`src/inc/mit_pkg.sv`:
```
// Purpose: shared constants and bus carriers of the macro instruction transform
// Assumes: 32-bit AXI4-Lite register access, one clock
// Notes: byte addresses are word aligned
package mit_pkg;

	// ----------------------------------------------------------------
	// bus shapes
	// ----------------------------------------------------------------
	localparam int MIT_ADDR_W = 8;

	typedef struct packed {
		logic awvalid;
		logic [MIT_ADDR_W-1:0] awaddr;
		logic wvalid;
		logic [31:0] wdata;
		logic [3:0] wstrb;
		logic bready;
		logic arvalid;
		logic [MIT_ADDR_W-1:0] araddr;
		logic rready;
	} mit_axil_req_t;

	typedef struct packed {
		logic awready;
		logic wready;
		logic bvalid;
		logic [1:0] bresp;
		logic arready;
		logic rvalid;
		logic [31:0] rdata;
		logic [1:0] rresp;
	} mit_axil_rsp_t;

	localparam logic [1:0] MIT_RESP_OKAY = 2'h0;
	localparam logic [1:0] MIT_RESP_DECERR = 2'h3;

	// ----------------------------------------------------------------
	// register map
	// ----------------------------------------------------------------
	localparam logic [MIT_ADDR_W-1:0] MIT_OFF_CTRL = 8'h00;
	localparam logic [MIT_ADDR_W-1:0] MIT_OFF_STAT = 8'h04;
	localparam logic [MIT_ADDR_W-1:0] MIT_OFF_INSTR = 8'h08;
	localparam logic [MIT_ADDR_W-1:0] MIT_OFF_XFORM = 8'h0c;

	// control fields
	localparam int MIT_CTRL_DEC = 0;
	localparam int MIT_CTRL_DELTA = 1;
	localparam int MIT_CTRL_PREEN = 2;
	localparam int MIT_CTRL_INTEN = 3;
	localparam int MIT_CTRL_PAGE = 4;
	localparam int MIT_CTRL_W = 8;
	localparam logic [MIT_CTRL_W-1:0] MIT_CTRL_RST = 8'h00;

	// status fields
	localparam int MIT_STAT_PROT = 0;
	localparam int MIT_STAT_PAR = 1;
	localparam int MIT_STAT_HOLD = 2;
	localparam int MIT_STAT_INTEN = 3;

	// ----------------------------------------------------------------
	// transform positions
	// ----------------------------------------------------------------
	localparam logic [2:0] MIT_KN_DIRECT = 3'h6;
	localparam logic [2:0] MIT_KN_FLDSTR = 3'h7;
	localparam logic [2:0] MIT_KN_LOWBYTE = 3'h5;
	localparam int MIT_KN_EXT_N = 5;
	localparam int MIT_MA_EXT_N = 15;
	localparam logic [15:0] MIT_INSTR_RST = 16'h0000;
	localparam logic [7:0] MIT_BYTE_RST = 8'h00;

endpackage

```
`src/verilog/mit_sync.sv`:
```
// Purpose: two-stage synchroniser for pin inputs
// Assumes: inputs are quasi-static levels or slow strobes
// Notes: first stage is read only by the second
`timescale 1ns/1ps
`default_nettype none
module mit_sync #(
	parameter int W = 8
) (
	// clock and reset
	input wire logic aclk,
	input wire logic aresetn,
	// data
	input wire logic [W-1:0] d,
	output logic [W-1:0] q
);
	logic [W-1:0] meta_q;

	always_ff @(posedge aclk) begin
		if (!aresetn) begin
			meta_q <= '0;
			q <= '0;
		end else begin
			meta_q <= d;
			q <= meta_q;
		end
	end
endmodule
`default_nettype wire

```
`src/verilog/mit_xform.sv`:
```
// Purpose: macro instruction latch and micro address / K-N transforms
// Assumes: pin inputs asynchronous to aclk, held stable around strobes
// Notes: every pin input lags two clocks through the synchroniser
`timescale 1ns/1ps
`default_nettype none

module mit_xform
	import mit_pkg::*;
(
	// clock and reset
	input wire logic aclk,
	input wire logic aresetn,
	// register bus
	input wire mit_pkg::mit_axil_req_t axil_req,
	output mit_pkg::mit_axil_rsp_t axil_rsp,
	// macro memory and strobes
	input wire logic [15:0] mem_data_in,
	input wire logic instr_reg_strobe,
	input wire logic transform_dispatch_cmd,
	// micro instruction
	input wire logic [31:24] uinst_bits,
	input wire logic seq_addr_mode_n,
	input wire logic zero_n_cmd,
	input wire logic zero_k_cmd,
	input wire logic zero_n_page_cmd,
	// transform sources
	input wire logic [MIT_MA_EXT_N-1:0][7:0] addr_src,
	input wire logic [MIT_KN_EXT_N-1:0][7:0] kn_src,
	input wire logic [7:0] field_store_source,
	// events
	input wire logic rom_access,
	input wire logic prot_violation,
	input wire logic mem_parity_err,
	// outputs
	output logic [0:15] instr_bits,
	output logic [7:0] addr_xform_out,
	output logic [7:0] kn_xform_out,
	output logic kn_select_enable_n,
	output logic delta_drive_en,
	output logic decimal_correct_act,
	output logic macro_int_en,
	output logic rom_page_guard_n,
	output logic [3:0] page_addr_n
);
	import mit_pkg::*;

	// ----------------------------------------------------------------
	// helpers
	// ----------------------------------------------------------------
	function automatic logic [7:0] rev8(input logic [7:0] x);
		logic [7:0] r;
		r = '0;
		for (int i = 0; i < 8; i++) begin
			r[i] = x[7-i];
		end
		return r;
	endfunction

	function automatic logic reg_hit(input logic [MIT_ADDR_W-1:0] a);
		return (a == MIT_OFF_CTRL) || (a == MIT_OFF_STAT) ||
			(a == MIT_OFF_INSTR) || (a == MIT_OFF_XFORM);
	endfunction

	// ----------------------------------------------------------------
	// pin synchronisers
	// ----------------------------------------------------------------
	localparam int SYNC_W = 16 + 1 + 1 + 8 + 1 + 3 + MIT_MA_EXT_N * 8 + MIT_KN_EXT_N * 8 + 8 + 3;

	logic [SYNC_W-1:0] sync_in;
	logic [SYNC_W-1:0] sync_out;
	logic [15:0] s_mem;
	logic s_strobe;
	logic s_dispatch;
	logic [7:0] s_u;
	logic s_seq_n;
	logic [2:0] s_zero;
	logic [MIT_MA_EXT_N-1:0][7:0] s_asrc;
	logic [MIT_KN_EXT_N-1:0][7:0] s_ksrc;
	logic [7:0] s_fld;
	logic s_rom;
	logic s_prot;
	logic s_par;

	// micro bits kept in a [7:0] vector with index 0 = bit 24
	assign sync_in = {mem_data_in, instr_reg_strobe, transform_dispatch_cmd,
		uinst_bits, seq_addr_mode_n, zero_n_cmd, zero_k_cmd, zero_n_page_cmd,
		addr_src, kn_src, field_store_source, rom_access, prot_violation, mem_parity_err};
	assign {s_mem, s_strobe, s_dispatch, s_u, s_seq_n, s_zero, s_asrc, s_ksrc, s_fld,
		s_rom, s_prot, s_par} = sync_out;

	mit_sync #(
		.W(SYNC_W)
	) u_sync (
		.aclk(aclk),
		.aresetn(aresetn),
		.d(sync_in),
		.q(sync_out)
	);

	// s_u index n holds micro bit 24+n
	wire u28 = s_u[4];
	wire u29 = s_u[5];
	wire u30 = s_u[6];
	wire u31 = s_u[7];

	// ----------------------------------------------------------------
	// instruction latches
	// ----------------------------------------------------------------
	logic strobe_q;
	logic dispatch_q;
	logic [15:0] instr_q;
	logic [15:0] instr_d;
	logic [7:0] low_byte_q;
	logic [7:0] low_byte_d;

	wire instr_rise = s_strobe & ~strobe_q;
	wire low_byte_strobe = instr_rise & s_dispatch;
	wire dispatch_done = dispatch_q & ~s_dispatch;

	assign instr_d = instr_rise ? s_mem : instr_q;
	assign low_byte_d = low_byte_strobe ? s_mem[7:0] : low_byte_q;
	// packed copy reverses order: port bit 15 is register bit 0
	assign instr_bits = instr_q;

	always_ff @(posedge aclk) begin
		if (!aresetn) begin
			strobe_q <= 1'b0;
			dispatch_q <= 1'b0;
			instr_q <= MIT_INSTR_RST;
			low_byte_q <= MIT_BYTE_RST;
		end else begin
			strobe_q <= s_strobe;
			dispatch_q <= s_dispatch;
			instr_q <= instr_d;
			low_byte_q <= low_byte_d;
		end
	end

	// ----------------------------------------------------------------
	// address transform
	// ----------------------------------------------------------------
	logic [15:0][7:0] asrc;
	logic [3:0] micro_sel;
	logic [3:0] instr_sel;
	logic [3:0] addr_sel;
	logic [7:0] addr_out_q;

	assign asrc = {low_byte_q, s_asrc};
	assign micro_sel = {u28, u29, u30, u31};
	// opcode nonzero picks storage decode, else sub-opcode decode
	assign instr_sel = (instr_q[15:12] != 4'h0) ? instr_q[15:12] : instr_q[11:8];
	assign addr_sel = s_dispatch ? instr_sel : micro_sel;

	always_ff @(posedge aclk) begin
		if (!aresetn) begin
			addr_out_q <= MIT_BYTE_RST;
		end else begin
			addr_out_q <= asrc[addr_sel];
		end
	end
	assign addr_xform_out = addr_out_q;

	// ----------------------------------------------------------------
	// K/N transform
	// ----------------------------------------------------------------
	logic [7:0][7:0] ksrc;
	logic [2:0] kn_sel;
	logic kn_en_n;
	logic [7:0] kn_out_q;
	logic kn_en_n_q;

	// direct source puts micro bit 24 in the msb
	assign ksrc = {s_fld, rev8(s_u), low_byte_q, s_ksrc};
	assign kn_en_n = |s_zero;
	assign kn_sel = !s_seq_n ? MIT_KN_DIRECT :
		(u28 ? {u29, u30, u31} : MIT_KN_FLDSTR);

	always_ff @(posedge aclk) begin
		if (!aresetn) begin
			kn_out_q <= MIT_BYTE_RST;
			kn_en_n_q <= 1'b1;
		end else begin
			kn_out_q <= kn_en_n ? MIT_BYTE_RST : ksrc[kn_sel];
			kn_en_n_q <= kn_en_n;
		end
	end
	assign kn_xform_out = kn_out_q;
	assign kn_select_enable_n = kn_en_n_q;

	// ----------------------------------------------------------------
	// AXI4-Lite slave
	// ----------------------------------------------------------------
	logic aw_have_q;
	logic w_have_q;
	logic [MIT_ADDR_W-1:0] aw_addr_q;
	logic [31:0] w_data_q;
	logic [3:0] w_strb_q;
	logic bvalid_q;
	logic [1:0] bresp_q;
	logic rvalid_q;
	logic [31:0] rdata_q;
	logic [1:0] rresp_q;

	wire awready = ~aw_have_q & ~bvalid_q;
	wire wready = ~w_have_q & ~bvalid_q;
	wire arready = ~rvalid_q;
	wire aw_hs = axil_req.awvalid & awready;
	wire w_hs = axil_req.wvalid & wready;
	wire ar_hs = axil_req.arvalid & arready;
	wire [MIT_ADDR_W-1:0] wr_addr = aw_have_q ? aw_addr_q : axil_req.awaddr;
	wire [31:0] wr_data = w_have_q ? w_data_q : axil_req.wdata;
	wire [3:0] wr_strb = w_have_q ? w_strb_q : axil_req.wstrb;
	// both halves present, either order or together
	wire do_write = (aw_have_q | aw_hs) & (w_have_q | w_hs);
	wire wr_ctrl = do_write & (wr_addr == MIT_OFF_CTRL) & wr_strb[0];
	wire wr_stat = do_write & (wr_addr == MIT_OFF_STAT) & wr_strb[0];

	always_ff @(posedge aclk) begin
		if (!aresetn) begin
			aw_have_q <= 1'b0;
			w_have_q <= 1'b0;
			aw_addr_q <= '0;
			w_data_q <= '0;
			w_strb_q <= '0;
			bvalid_q <= 1'b0;
			bresp_q <= MIT_RESP_OKAY;
		end else begin
			aw_have_q <= ~do_write & (aw_have_q | aw_hs);
			w_have_q <= ~do_write & (w_have_q | w_hs);
			if (aw_hs) begin
				aw_addr_q <= axil_req.awaddr;
			end
			if (w_hs) begin
				w_data_q <= axil_req.wdata;
				w_strb_q <= axil_req.wstrb;
			end
			if (do_write) begin
				bvalid_q <= 1'b1;
				bresp_q <= reg_hit(wr_addr) ? MIT_RESP_OKAY : MIT_RESP_DECERR;
			end else if (axil_req.bready) begin
				bvalid_q <= 1'b0;
			end
		end
	end

	// ----------------------------------------------------------------
	// control and status
	// ----------------------------------------------------------------
	logic [MIT_CTRL_W-1:0] ctrl_q;
	logic prot_q;
	logic par_q;
	logic hold_q;
	logic int_en_q;
	logic dec_act_q;
	logic guard_n_q;
	logic [31:0] rd_word;

	// hardware set beats software clear in the same cycle
	wire prot_d = s_prot | (prot_q & ~(wr_stat & wr_data[MIT_STAT_PROT]));
	wire par_d = s_par | (par_q & ~(wr_stat & wr_data[MIT_STAT_PAR]));
	wire preen_set = wr_ctrl & wr_data[MIT_CTRL_PREEN];
	// a fresh pre-enable in the finishing cycle keeps the hold
	wire hold_d = preen_set | (hold_q & ~dispatch_done);
	// derived outputs track the new control word, no stale cycle after a write
	wire [MIT_CTRL_W-1:0] ctrl_d = wr_ctrl ? wr_data[MIT_CTRL_W-1:0] : ctrl_q;

	always_ff @(posedge aclk) begin
		if (!aresetn) begin
			ctrl_q <= MIT_CTRL_RST;
			prot_q <= 1'b0;
			par_q <= 1'b0;
			hold_q <= 1'b0;
			int_en_q <= 1'b0;
			dec_act_q <= 1'b0;
			guard_n_q <= 1'b1;
		end else begin
			if (wr_ctrl) begin
				ctrl_q <= wr_data[MIT_CTRL_W-1:0];
			end
			prot_q <= prot_d;
			par_q <= par_d;
			hold_q <= hold_d;
			int_en_q <= ctrl_d[MIT_CTRL_INTEN] & ~hold_d;
			dec_act_q <= ctrl_d[MIT_CTRL_DEC] & ~ctrl_d[MIT_CTRL_DELTA];
			guard_n_q <= ~s_rom;
		end
	end

	assign delta_drive_en = ~ctrl_q[MIT_CTRL_DELTA];
	assign decimal_correct_act = dec_act_q;
	assign macro_int_en = int_en_q;
	assign rom_page_guard_n = guard_n_q;
	assign page_addr_n = ~ctrl_q[MIT_CTRL_PAGE +: 4];

	assign rd_word =
		(axil_req.araddr == MIT_OFF_CTRL) ? {24'h000000, ctrl_q} :
		(axil_req.araddr == MIT_OFF_STAT) ? {28'h0000000, int_en_q, hold_q, par_q, prot_q} :
		(axil_req.araddr == MIT_OFF_INSTR) ? {8'h00, low_byte_q, instr_q} :
		(axil_req.araddr == MIT_OFF_XFORM) ? {kn_out_q, addr_out_q, 5'h00, kn_sel, addr_sel, 4'h0} :
		32'h00000000;

	always_ff @(posedge aclk) begin
		if (!aresetn) begin
			rvalid_q <= 1'b0;
			rdata_q <= '0;
			rresp_q <= MIT_RESP_OKAY;
		end else if (ar_hs) begin
			rvalid_q <= 1'b1;
			rdata_q <= rd_word;
			rresp_q <= reg_hit(axil_req.araddr) ? MIT_RESP_OKAY : MIT_RESP_DECERR;
		end else if (axil_req.rready) begin
			rvalid_q <= 1'b0;
		end
	end

	assign axil_rsp.awready = awready;
	assign axil_rsp.wready = wready;
	assign axil_rsp.bvalid = bvalid_q;
	assign axil_rsp.bresp = bresp_q;
	assign axil_rsp.arready = arready;
	assign axil_rsp.rvalid = rvalid_q;
	assign axil_rsp.rdata = rdata_q;
	assign axil_rsp.rresp = rresp_q;
endmodule
`default_nettype wire

```
`config.mk`:
```
export PLATFORM = sky130hd
export DESIGN_NAME = mit_xform
export DESIGN_NICKNAME = d
export VERILOG_FILES = /design/src/inc/mit_pkg.sv /design/src/verilog/mit_sync.sv /design/src/verilog/mit_xform.sv
export SDC_FILE = /design/constraint.sdc
export NUM_CORES = 1
export LEC_CHECK = 0
export ABC_AREA = 1
export BUFFER_PORTS_ARGS = -buffer_cell sky130_fd_sc_hd__buf_2
export CAP_MARGIN = 20
export CORE_MARGIN = 1.5
export CORE_UTILIZATION = 35
export CTS_CLUSTER_SIZE = 8
export DETAILED_ROUTE_END_ITERATION = 8
export PLACE_DENSITY = 0.66
export SYNTH_ARGS = -nofsm -noshare
export SYNTH_HDL_FRONTEND = slang
export SYNTH_SLANG_ARGS = --single-unit
```
`constraint.sdc`:
```
create_clock -name aclk -period 1.5 [get_ports aclk]
set_input_delay 0.3 -clock aclk [delete_from_list [all_inputs] [get_ports aclk]]
set_output_delay 0.3 -clock aclk [all_outputs]
set_load 0.01 [all_outputs]
```
==> load_flow_metrics.sql <==
INSERT INTO impl_metrics (metric_group, metric, value, unit) VALUES
('run_status', 'run_status', 'finished with violations', ''),
('run_status', 'violated_checks', 'setup timing', ''),
('cells_and_area', 'flow.area_growth_from_synthesis', '46.7', '%'),
('floorplanning', 'initial_utilization', '35.6', '%'),
('global_route', 'grt_pass1_wl', '82.0', 'mm'),
('drt', 'drc', '0', ''),
('setup_path', 'timing.critical_path.fanout_max', '7', ''),
('drt', 'drtAntennaViolNets', '0', ''),
('drt', 'drt_pre_antenna_iters', '6', ''),
('timing', 'achievable-frequency', '619', 'MHz'),
('place', 'placement.io_buffers', '314', ''),
('place', 'post-place-cells', '3261', ''),
('pwr', 'power.share.sequential', '44.5', '%'),
('clocking', 'tritoncts_clock_tree', 'yes', ''),
('yosys', 'ys_ff_latch', '514', ''),
('cells_and_area', 'final_core_util', '52.3', '%'),
('pwr', 'intPower', '25.1', 'mW'),
('clocking', 'clock_tree.buffer_depth', '3', ''),
('worst_hold_path', 'hold_path.class', 'primary input to flop', ''),
('yosys', 'synth_top_area_share', '57.3', '%'),
('timing', 'drv_slew', '0', ''),
('yosys', 'syn-cell-area', '18000', 'um^2'),
('global_route', 'number_of_antenna_violations_at_the_first_check_in_global_routing', '4', ''),
('global_route', 'grt_usage', '19.9', '%'),
('pwr', 'worst_ir_drop_on_vdd', '706', 'uV'),
('yosys', 'synth_enable_flop_cells', '0', ''),
('yosys', 'synth_area_leaders', 'sky130_fd_sc_hd__dfxtp_1, sky130_fd_sc_hd__inv_1, sky130_fd_sc_hd__nand2_1', ''),
('yosys', 'yosysUniqueCellTypes', '40', ''),
('yosys', 'postSynth.topFlopCell', 'sky130_fd_sc_hd__dfxtp_1', ''),
('clocking', 'htree_num_levels', '3', ''),
('setup_path', 'timing.critical_path.to_type', 'flop', ''),
('drt', 'dr_wl_met3', '3.12', 'mm'),
('setup_path', 'worst_ep_arrival_time', '2.15', 'ns'),
('floorplanning', 'die-height', '230', 'um'),
('floorplanning', 'num_io_pins', '342', ''),
('yosys', 'synth-seq-area-share', '57.3', '%'),
('clocking', 'clk_pin_slew', '0.05', 'ns'),
('setup_path', 'worst_setup_path_start_kind', 'flop', ''),
('timing', 'period_share', '108', '%'),
('floorplanning', 'dieWidth', '230', 'um'),
('clocking', 'clk_lat_worst_skew', '0.60', 'ns'),
('floorplanning', 'floorplan.die_area', '52700', 'um^2'),
('timing', 'layout_setup_ws', '-0.116', 'ns'),
('drt', 'drt-total-wl', '54.2', 'mm'),
('clocking', 'clock_tree.root_cell', 'sky130_fd_sc_hd__clkbuf_16', ''),
('drt', 'detail_route.wirelength.met1', '24.5', 'mm'),
('floorplanning', 'design.core.area', '50400', 'um^2'),
('drt', 'routed-wl-met2', '25.0', 'mm'),
('pwr', 'pwr-share-clk', '44.9', '%'),
('setup_path', 'criticalPathCategory', 'flop to flop', ''),
('pwr', 'p_leak', '14.2', 'nW'),
('drt', 'post_drt_via_cell_ratio', '4.36', ''),
('timing', 'grt_setup_unrepaired', 'yes', ''),
('cells_and_area', 'finish.net_count', '3170', ''),
('drt', 'vias', '15653', ''),
('run', 'timing.max_cap.violations', '0', ''),
('clocking', 'cts.sinks', '514', ''),
('timing', 'period_minus_slack', '1.62', 'ns'),
('cells_and_area', 'drive_gt1_share', '23.7', '%'),
('timing', 'finalSetupViolations', '16', ''),
('pwr', 'share_comb_of_total_power', '10.6', '%'),
('timing', 'max-slew-margin-rel', '59.7', '%'),
('yosys', 'async_set_reset_flop_share_out_of_synthesis', '0', '%'),
('yosys', 'post_synth_inst_count', '2291', ''),
('pwr', 'netSwitchingPower', '7.78', 'mW'),
('timing', 'worst_hold_slack', '0.0326', 'ns'),
('yosys', 'synth_area_leader_cell', 'sky130_fd_sc_hd__dfxtp_1', ''),
('global_route', 'grt_max_degree', '144', ''),
('cells_and_area', 'instances_no_fill', '3591', ''),
('drt', 'highest_layer', 'met5', ''),
('pwr', 'power.switching_fraction', '23.7', '%');
## state kept, by name (all words and copies together) (netlist names), 16 cells and up
register,count
instr_bits,16
rdata_q,32
u_sync.q,201
u_sync.meta_q,201
## cell families after synthesis
kind of cell	after synthesis	synth area share (%)
buffers and inverters	685	15.0
DFF	514	57.3
AOI/OAI and AO/OA	242	7.43
and+or+nand+nor	850	20.3
## critical path, cell delays in order, from the launching register on
cell,delay (ns)
sky130_fd_sc_hd__dfxtp_2,0.33
sky130_fd_sc_hd__inv_2,0.05
sky130_fd_sc_hd__nor2_2,0.11
sky130_fd_sc_hd__nand2_2,0.10
sky130_fd_sc_hd__nand2_8,0.16
sky130_fd_sc_hd__nand2_8,0.11
sky130_fd_sc_hd__clkbuf_16,0.17
sky130_fd_sc_hd__nand2_1,0.08
sky130_fd_sc_hd__nand3_2,0.10
sky130_fd_sc_hd__nand3_2,0.09
sky130_fd_sc_hd__nand3_2,0.09
sky130_fd_sc_hd__a21oi_1,0.12
## Yosys cell counts, types with 4 or more instances
cell,n
sky130_fd_sc_hd__a21oi_1,94
sky130_fd_sc_hd__buf_2,23
sky130_fd_sc_hd__buf_4,13
sky130_fd_sc_hd__buf_6,5
sky130_fd_sc_hd__clkbuf_1,74
sky130_fd_sc_hd__dfxtp_1,514
sky130_fd_sc_hd__inv_1,558
sky130_fd_sc_hd__inv_2,8
sky130_fd_sc_hd__nand2_1,550
sky130_fd_sc_hd__nand3_1,161
sky130_fd_sc_hd__nand3b_1,35
sky130_fd_sc_hd__nand4_1,5
sky130_fd_sc_hd__nor2_1,80
sky130_fd_sc_hd__o211ai_1,4
sky130_fd_sc_hd__o21ai_0,105
sky130_fd_sc_hd__o22ai_1,20
## stage by stage
stage                     setup WS, ns  total power, mW  TNS [ns]
after floorplan                 0.0558             16.2         0
after global placement          -0.242             17.4     -2.32
after detailed placement        -0.278             17.4     -3.30
after CTS                      -0.0968             32.8    -0.844
after global routing            -0.174             34.2     -2.78
final                           -0.116             32.9    -0.905
## power by group through the flow
| stage | combinational [mW] | sequential [mW] | clock (mW) |
|---|---|---|---|
| 2_1_floorplan | 1.42 | 14.8 | 0 |
| 3_3_place_gp | 2.53 | 14.9 | 0 |
| 3_5_place_dp | 2.54 | 14.9 | 0 |
| 4_1_cts | 3.13 | 14.6 | 15.1 |
| 5_1_grt | 3.83 | 14.7 | 15.7 |
| 6_report | 3.48 | 14.6 | 14.8 |
## final timing paths
| kind | startpoint | to | slack, ns | cells after the start |
|---|---|---|---|---|
| min | axil_req[48] | aw_addr_q[0]$_SDFFE_PN0P_ | 0.03 | 3 |
| min reg2reg | u_sync.q[2]$_SDFF_PN0_ | rom_page_guard_n$_SDFF_PN1_ | 0.38 | 1 |
| max | instr_bits[7]$_SDFFE_PN0P_ | addr_xform_out[4]$_SDFF_PN0_ | -0.12 | 11 |
| max reg2reg | instr_bits[7]$_SDFFE_PN0P_ | addr_xform_out[4]$_SDFF_PN0_ | -0.12 | 11 |
## layer usage
layer | vias to the layer above | global-route usage [%]
met5 | - | 0
met3 | 102 | 4.02
met1 | 7095 | 25.7
met2 | 470 | 32.7
met4 | 6 | 7.69
li1 | 7980 | -
## timing repair
action                                  CTS  global route
pin swaps                                12            52
buffers inserted                          7            11
endpoints found under the setup margin   44            54
endpoints found under the hold margin   216             0
hold buffers                            216             0
resized for setup                        82           173
gates cloned                              2            12
## area by class of cell
class                      count  area (um^2)
antenna                        1         2.50
clock buffer                  78         1910
clock inverter                 6         96.3
fill                        4611        24000
inverter                     568         2160
multi-input combinational   1093         5620
sequential                   514        10300
tap                          672          841
timing repair buffer         659         5380
## placed cells by master, fill, tap and decap left out, drive strengths merged
cell,instances
clkinv,6
nor2,85
o211ai,5
inv,567
clkbuf,88
buf,433
dfxtp,514
o21ai,110
nor3,4
a31oi,5
diode,1
nand4,6
o22ai,20
nand3,162
a211oi,5
bufinv,1
nand2,557
and2,1
o21a,1
dlygate4sd3,216
nor4,1
a21oi,96
nand3b,35
(Power assumes the default switching activity.)
